### src/asd_pkg.sv
package asd_pkg;
   // digitised strap word: millivolts, one lsb per mV
   localparam int STRAP_W = 12;
   localparam int CODE_W  = 3;
   localparam int AXIS_W  = 9;
   localparam int ALIAS_W = 16;
   localparam int NUM_STRAPS = 3;
   localparam int NUM_EDGES  = 7;

   // upper band edges in mV; a level at or above an edge moves up one code
   localparam logic [STRAP_W-1:0] BIN_EDGE [NUM_EDGES] = '{
      12'h212,   // 530 mV
      12'h582,   // 1410 mV
      12'h7da,   // 2010 mV
      12'h97e,   // 2430 mV
      12'habe,   // 2750 mV
      12'hbc2,   // 3010 mV
      12'hc94    // 3220 mV
   };

   localparam logic [CODE_W-1:0] CODE_OPEN   = 3'h0;
   localparam logic [AXIS_W-1:0] AXIS_OPEN   = 9'h0ff;
   localparam logic [AXIS_W-1:0] AXIS_RST    = 9'h000;
   localparam logic [ALIAS_W-1:0] ALIAS_RST  = 16'h0000;
   localparam logic [ALIAS_W-1:0] ALIAS_ZERO = 16'h0000;
   localparam int HIGH_USED_BITS = 2;

   // settle time after reset before the straps are taken
   localparam int SYS_CLK_MHZ   = 250;
   localparam int SETTLE_NS     = 1000;
   localparam int SETTLE_CYCLES = (SETTLE_NS * SYS_CLK_MHZ) / 1000;

   // register map, byte addresses
   localparam int ADDR_W = 8;
   localparam logic [ADDR_W-1:0] REG_AXIS   = 8'h00;
   localparam logic [ADDR_W-1:0] REG_STATUS = 8'h04;
   localparam logic [ADDR_W-1:0] REG_ALIAS  = 8'h08;
   localparam int STAT_VALID = 0;
   localparam int STAT_OPEN  = 1;

   typedef enum logic [1:0] {ST_SETTLE, ST_SAMPLE, ST_HOLD} asd_state_t;
endpackage : asd_pkg

### src/asd_strap_binner.sv
`timescale 1ns/10ps
// bins one digitised strap level into its 3-bit code
module asd_strap_binner #(
   parameter int STRAP_W = asd_pkg::STRAP_W
) (
   input  wire logic [STRAP_W-1:0]          level,
   output logic      [asd_pkg::CODE_W-1:0]  code
);
   // count the band edges at or below the level
   always_comb begin
      code = asd_pkg::CODE_OPEN;
      for (int i = 0; i < asd_pkg::NUM_EDGES; i++) begin
         if (level >= asd_pkg::BIN_EDGE[i]) begin
            code = code + 3'h1;
         end
      end
   end
endmodule : asd_strap_binner

### src/asd_axis_strap_decoder.sv
// Implementation choices: the register offsets and the APB interface to the registers.
`timescale 1ns/10ps
module asd_axis_strap_decoder #(
   parameter int SETTLE_CYCLES = asd_pkg::SETTLE_CYCLES
) (
   input  wire logic                          sys_clk,
   input  wire logic                          rst,
   input  wire logic [asd_pkg::STRAP_W-1:0]   axisStrapLow,
   input  wire logic [asd_pkg::STRAP_W-1:0]   axisStrapMid,
   input  wire logic [asd_pkg::STRAP_W-1:0]   axisStrapHigh,
   input  wire logic                          psel,
   input  wire logic                          penable,
   input  wire logic                          pwrite,
   input  wire logic [asd_pkg::ADDR_W-1:0]    paddr,
   input  wire logic [31:0]                   pwdata,
   output logic      [31:0]                   prdata,
   output logic                               pready,
   output logic                               pslverr,
   output logic      [asd_pkg::AXIS_W-1:0]    axisNumber,
   output logic      [asd_pkg::ALIAS_W-1:0]   stationAlias,
   output logic                               axisValid
);
   localparam int CNT_W = $clog2(SETTLE_CYCLES + 1);
   localparam int SW    = asd_pkg::STRAP_W;
   localparam int CW    = asd_pkg::CODE_W;

   asd_pkg::asd_state_t state;
   logic [CNT_W-1:0]    settleCnt;
   logic [SW-1:0]       strapMeta [asd_pkg::NUM_STRAPS];
   logic [SW-1:0]       strapSync [asd_pkg::NUM_STRAPS];
   logic [SW-1:0]       strapPin  [asd_pkg::NUM_STRAPS];
   logic [CW-1:0]       strapCode [asd_pkg::NUM_STRAPS];
   logic                allOpen;
   logic                strapsOpen;
   logic [asd_pkg::AXIS_W-1:0] next_axis;
   logic                apbAccess;
   logic                apbDone;
   logic                mapped;

   assign strapPin[0] = axisStrapLow;
   assign strapPin[1] = axisStrapMid;
   assign strapPin[2] = axisStrapHigh;

   // two-flop synchronisers and binners, one per strap
   for (genvar g = 0; g < asd_pkg::NUM_STRAPS; g++) begin : g_strap
      always_ff @(posedge sys_clk or posedge rst) begin
         if (rst) begin
            strapMeta[g] <= '0;
            strapSync[g] <= '0;
         end else begin
            strapMeta[g] <= strapPin[g];
            strapSync[g] <= strapMeta[g];
         end
      end

      asd_strap_binner #(
         .STRAP_W (SW)
      ) u_binner (
         .level (strapSync[g]),
         .code  (strapCode[g])
      );
   end

   // open or grounded straps all land in the lowest band
   assign allOpen = (strapCode[0] == asd_pkg::CODE_OPEN) &&
                    (strapCode[1] == asd_pkg::CODE_OPEN) &&
                    (strapCode[2] == asd_pkg::CODE_OPEN);

   // weighted sum 64*high + 8*mid + low, high code top bit dropped
   always_comb begin
      if (allOpen) begin
         next_axis = asd_pkg::AXIS_OPEN;
      end else begin
         next_axis = {1'b0, strapCode[2][asd_pkg::HIGH_USED_BITS-1:0],
                      strapCode[1], strapCode[0]};
      end
   end

   // settle after reset, take the straps once, then hold
   always_ff @(posedge sys_clk or posedge rst) begin
      if (rst) begin
         state     <= asd_pkg::ST_SETTLE;
         settleCnt <= '0;
      end else begin
         unique case (state)
            asd_pkg::ST_SETTLE: begin
               if (settleCnt == CNT_W'(SETTLE_CYCLES - 1)) begin
                  state <= asd_pkg::ST_SAMPLE;
               end else begin
                  settleCnt <= settleCnt + 1'b1;
               end
            end
            asd_pkg::ST_SAMPLE: begin
               state <= asd_pkg::ST_HOLD;
            end
            asd_pkg::ST_HOLD: begin
               state <= asd_pkg::ST_HOLD;
            end
         endcase
      end
   end

   // axis number and open flag latched in the sample cycle only
   always_ff @(posedge sys_clk or posedge rst) begin
      if (rst) begin
         axisNumber <= asd_pkg::AXIS_RST;
         strapsOpen <= 1'b0;
         axisValid  <= 1'b0;
      end else if (state == asd_pkg::ST_SAMPLE) begin
         axisNumber <= next_axis;
         strapsOpen <= allOpen;
         axisValid  <= 1'b1;
      end
   end

   // apb: one wait state, pready high in the second access cycle
   assign apbAccess = psel && penable;
   assign apbDone   = apbAccess && pready;
   assign mapped    = (paddr == asd_pkg::REG_AXIS) ||
                      (paddr == asd_pkg::REG_STATUS) ||
                      (paddr == asd_pkg::REG_ALIAS);

   // station alias: software sets it, open straps force it to zero
   always_ff @(posedge sys_clk or posedge rst) begin
      if (rst) begin
         stationAlias <= asd_pkg::ALIAS_RST;
      end else if ((state == asd_pkg::ST_SAMPLE && allOpen) ||
                   strapsOpen) begin
         stationAlias <= asd_pkg::ALIAS_ZERO;
      end else if (apbDone && pwrite && paddr == asd_pkg::REG_ALIAS) begin
         stationAlias <= pwdata[asd_pkg::ALIAS_W-1:0];
      end
   end

   // bus answer and read data
   always_ff @(posedge sys_clk or posedge rst) begin
      if (rst) begin
         pready  <= 1'b0;
         pslverr <= 1'b0;
         prdata  <= '0;
      end else begin
         pready  <= apbAccess && !pready;
         pslverr <= apbAccess && !pready && !mapped;
         prdata  <= '0;
         if (apbAccess && !pready && !pwrite) begin
            if (paddr == asd_pkg::REG_AXIS) begin
               prdata[asd_pkg::AXIS_W-1:0] <= axisNumber;
            end else if (paddr == asd_pkg::REG_STATUS) begin
               prdata[asd_pkg::STAT_VALID] <= axisValid;
               prdata[asd_pkg::STAT_OPEN]  <= strapsOpen;
            end else if (paddr == asd_pkg::REG_ALIAS) begin
               prdata[asd_pkg::ALIAS_W-1:0] <= stationAlias;
            end
         end
      end
   end
endmodule : asd_axis_strap_decoder

### config.mk
export PLATFORM = sky130hd
export DESIGN_NAME = asd_axis_strap_decoder
export DESIGN_NICKNAME = d
export VERILOG_FILES = /design/src/asd_pkg.sv /design/src/asd_strap_binner.sv /design/src/asd_axis_strap_decoder.sv
export SDC_FILE = /design/constraint.sdc
export NUM_CORES = 1
export LEC_CHECK = 0
export ABC_AREA = 1
export BUFFER_PORTS_ARGS = -buffer_cell sky130_fd_sc_hd__buf_2
export CAP_MARGIN = 20
export CORE_ASPECT_RATIO = 1.1
export CORE_MARGIN = 2
export CORE_UTILIZATION = 45
export DETAILED_ROUTE_END_ITERATION = 8
export PLACE_DENSITY = 0.78
export SYNTH_ARGS = -nofsm -noshare
export SYNTH_HDL_FRONTEND = slang
export SYNTH_HIERARCHICAL = 1
export SYNTH_SLANG_ARGS = --single-unit
export TNS_END_PERCENT = 30
### constraint.sdc
create_clock -name sys_clk -period 5.2 [get_ports sys_clk]
set_input_delay 0.26 -clock sys_clk [delete_from_list [all_inputs] [get_ports sys_clk]]
set_output_delay 0.26 -clock sys_clk [all_outputs]
set_load 0.01 [all_outputs]
==> Word-level counts from Yosys, hierarchy flattened <==
Cells that the tools add are included.
{ "op_classes": {"add_sub_neg": 19, "mul": 0, "n_div": 0, "n_lt_le_gt_ge": 21, "eq_ne": 6, "n_shift": 0, "n_mux": 32, "bitwise_logic": 1, "reduce_logical": 24} }
{ "ops": {"columns": ["op", "count"], "rows": [
  ["$ge A12 B12 Y1 const B", 12],
  ["$ge A12 B11 Y1 const B", 6],
  ["$mux W16", 4],
  ["$mux W3", 18],
  ["$add A3 B1 Y3 const B", 15],
  ["$ge A12 B10 Y1 const B", 3],
  ["$mux W14", 1],
  ["$logic_and A1 B1 Y1", 10],
  ["$logic_not A3 Y1", 3],
  ["$mux W9", 1],
  ["$add A8 B1 Y8 const B", 1],
  ["$eq A8 B3 Y1 const B", 1],
  ["$eq A8 B4 Y1 const B", 1],
  ["$eq A8 B8 Y1 const B", 1],
  ["$logic_not A8 Y1", 1],
  ["$mux W8", 1],
  ["$mux W7", 1],
  ["$add A1 B1 Y2 const B", 3],
  ["$mux W2", 2],
  ["$pmux W2 S2", 1],
  ["$logic_not A1 Y1", 3],
  ["$logic_or A1 B1 Y1", 3],
  ["$mux W1", 3],
  ["$eq A2 B1 Y1 const B", 1],
  ["other kinds (7)", 7]
]} }
{ "totals": {"ff_bits": 127, "latch_bits": 0, "ram_bits": 0, "mem_bits_ro": 0, "output_inout_bits": 60, "wordCells": 118, "memories": 0} }

==> Depth between registers and ports, before layout <==
{ "logic_depth": {"word_depth": 20, "depth_mapped": 33} }

==> By module <==
Netlist, hierarchy kept.
{ "modules_own_cells": {"columns": ["mod", "n_inst", "cells_each", "area_each_um2", "seq_area_each_um2"], "rows": [
  ["asd_axis_strap_decoder", 1, 406, 4504.3, 3153.0],
  ["asd_strap_binner", 3, 130, 696.9, 0.0]
]} }

==> Worst setup path before layout <==
Ideal clock, no wire load.
{ "synth_path": {"path_kind": "reg2reg", "startpoint": "reg strapSync[26] in the netlist's numbering", "endpoint": "reg stationAlias[0] in the netlist's numbering", "setup_time_ns": 0.117, "arrival_ns": 4.492, "slack_ns": 0.591, "path_stages_with_launch": 34, "n_path_buf": 1, "path_cell_list": "dfrtp_1 nor2_1 nand2_1 o41ai_1 nand2_1 a31oi_1 ha_1 inv_1 nand3_1 nand2_2 inv_1 ha_1 or2_0 nand2_1 nand2_1 nand3_1 nand2_1 ha_1 or2_2 and2_1 ha_1 nand2_1 xor2_1 xnor2_1 inv_1 nand2_1 nand2_1 nor2_1 nand3_2 nor2_2 nor2_4 buf_6 nand2_1 nor2_1"} }
{ "synth_rtl": {"columns": ["item", "line", "source"], "rows": [
  ["from (decl)", "asd_axis_strap_decoder.sv:30", "logic [SW-1:0] strapSync [asd_pkg::NUM_STRAPS];"],
  ["from (signal, indexed assignment)", "asd_axis_strap_decoder.sv:52", "strapSync[g] <= strapMeta[g];"],
  ["to (signal assigned)", "asd_axis_strap_decoder.sv:126", "stationAlias <= asd_pkg::ALIAS_RST;"],
  ["to (signal assigned)", "asd_axis_strap_decoder.sv:129", "stationAlias <= asd_pkg::ALIAS_ZERO;"],
  ["to (signal assigned)", "asd_axis_strap_decoder.sv:131", "stationAlias <= pwdata[asd_pkg::ALIAS_W-1:0];"],
  ["to (decl)", "asd_axis_strap_decoder.sv:20", "output logic [asd_pkg::ALIAS_W-1:0] stationAlias,"]
]} }

==> impl_metrics.env <==
export IMPL_cts_buffers_inserted=17
export IMPL_highest_layer="met4"
export IMPL_synth_warnings=6
export IMPL_clk_pin_slew_ns=0.06
export IMPL_max_stage_delay_ns=0.38
export IMPL_worstMarginPinSlew_ns=0.742
export IMPL_first_pass_iters=4
export IMPL_critical_path_class="flip-flop to flip-flop"
export IMPL_max_freq_mhz=205
export IMPL_wl_met1_mm=5.53
export IMPL_core_area_um2=13900
export IMPL_finalPower_mw=2.51
export IMPL_ant_nets=0
export IMPL_dieWidth_um=118
export IMPL_clk_latency_ns=0.41
export IMPL_die_area_um2=15300
export IMPL_p_leak_nw=4.42
export IMPL_clock_sinks=120
export IMPL_skew_ns=0.00938
export IMPL_max_slew_margin_rel_pct=50.5
export IMPL_cp_data_arrival_time_ns=5.18
export IMPL_boundaryPins=141
export IMPL_fin_ws_ns=0.311
export IMPL_design_area_um2=8310
export IMPL_period_share_pct=94.0
export IMPL_wl_per_cell_um=11.9
export IMPL_slowest_stage="dfrtp_1"
export IMPL_nets=1059
export IMPL_synthToLayoutAreaGrowth_pct=29.0
export IMPL_antenna_found_initial=0
export IMPL_gp_congestion=0.872
export IMPL_placed_area_um2=7080
export IMPL_ctsLongestPathBuffers=2
export IMPL_timing_final_crit_period_ns=4.89
export IMPL_grt_setup_unrepaired="yes"
export IMPL_endpoint_kind="flip-flop"
export IMPL_clock_root_buffer="clkbuf_16"
export IMPL_drt_iter0_markers=327
export IMPL_powerDensity_nw_per_um2=302
export IMPL_status="finished, final reports clean"
export IMPL_utilization_pct=59.8
export IMPL_setup_viol=0
export IMPL_hold_violations=0
export IMPL_grtUsageTotal_pct=18.2
export IMPL_syn_avg_cell_area_um2=8.16
export IMPL_cts_tree="yes"
export IMPL_overflow=0
export IMPL_dp_slack_ns=0.0832
export IMPL_io_buffers=104
export IMPL_min_path_type="primary input to flip-flop"
export IMPL_drive_gt1_share_pct=26.8
export IMPL_vias=5442
export IMPL_grt_max_degree=62
export IMPL_finalSetupTns_ns=0
export IMPL_dp_cells=1074
export IMPL_layoutNonFillerInstCount=1154
export IMPL_routed_wl_mm=13.7
export IMPL_met2_length_mm=7.17
export IMPL_syn_area_um2=6440
export IMPL_maxCapViolCount=0
export IMPL_slew_viol_final=0
export IMPL_h_tree_depth=4
export IMPL_dpl_hpwl_mm=9.40
export IMPL_grt_pass1_wl_mm=22.4
export IMPL_cp_max_fo=16
export IMPL_critPathRequiredTime_ns=5.50
export IMPL_die_y_um=130
export IMPL_start_kind="flip-flop"
export IMPL_n_fill_cell=1205
export IMPL_cpMostUsedCell="nand2_1"
export IMPL_wl_met3_um=584
export IMPL_viasPerCell=4.72
export IMPL_grt_pass1_vias=5194
export IMPL_start_util_pct=46.3
export IMPL_ir_drop_mv=0.302
export IMPL_remaining_drc_errors=0
export IMPL_syn_inst=790
export IMPL_holdWs_ns=0.0812
export IMPL_insertedDiodeCount=0
export IMPL_fp_row_count=45
==> timing repair <==
action | 4_1_cts | 5_1_grt
resized for setup | 0 | 38
setup buffers | 0 | 17
hold buffers | 34 | 0
endpoints found under the setup margin | 0 | 25
hold endpoints to repair | 88 | 0
==> layout by cell type (no fill, tap or decap), types with 10 or more instances in the layout <==
cell / n
buf_2: 104
buf_4: 14
a21oi_1: 12
nor2_2: 11
nand3_1: 59
nand2_2: 34
inv_1: 90
nand3_2: 13
clkbuf_16: 17
conb_1: 17
dlygate4sd3_1: 34
nor2_1: 86
dfrtp_1: 120
o21ai_0: 10
ha_1: 22
nand2_1: 207
==> flip-flops by register name (all words and copies together) (netlist names) <==
name and count:
strapMeta 33, strapSync 33, prdata 16, stationAlias 16, axisNumber 8, settleCnt 8
state 2, axisValid 1, pready 1, pslverr 1, strapsOpen 1
==> report_power, final <==
| group | total (mW) | internal [mW] | switching [mW] | leakage, nW |
|---|---|---|---|---|
| Sequential | 0.985 | 0.963 | 0.0219 | 1.51 |
| Combinational | 0.343 | 0.143 | 0.200 | 2.62 |
| Clock | 1.18 | 0.788 | 0.396 | 0.298 |
==> path summary, 6_finish.rpt <==
path                                    to  cells after the start  slack (ns)           from
setup reg to reg           stationAlias[4]                     33        0.31   strapSync[1]
min in group asynchronous    strapSync[18]                      3        0.50            rst
hold reg to reg              strapSync[17]                      0        0.34  strapMeta[17]
setup / recovery           stationAlias[4]                     33        0.31   strapSync[1]
max in group asynchronous        prdata[2]                      4        3.50            rst
hold / removal             stationAlias[9]                      3        0.08      pwdata[9]
==> final cells by class <==
cell class                 instances  area, um^2  share of cell area [%]
clock buffer                      24         482                    5.79
clock inverter                     8         119                    1.43
inverter                         104         400                    4.82
multi-input combinational        556        3080                    37.0
sequential                       120        3000                    36.1
tap                              188         235                    2.83
timing repair buffer             154         997                    12.0
==> per-layer routing <==
layer / vias up / track usage [%]
met5: - / 0
met4: 0 / 8.15
met3: 34 / 4.58
met2: 124 / 32.4
met1: 2533 / 20.8
li1: 2751 / -
==> worst max-delay path: cells and delay by family (launching register included) <==
kind	cells	cell delay, ns
adder cells (fa/ha/maj)	4	0.99
buffers and inverters	4	0.31
flip-flops	1	0.38
AND/OR/NAND/NOR	21	2.17
AO/OA/AOI/OAI	2	0.59
XOR/XNOR	2	0.32
Note: power is estimated with default switching activity, not from simulation.
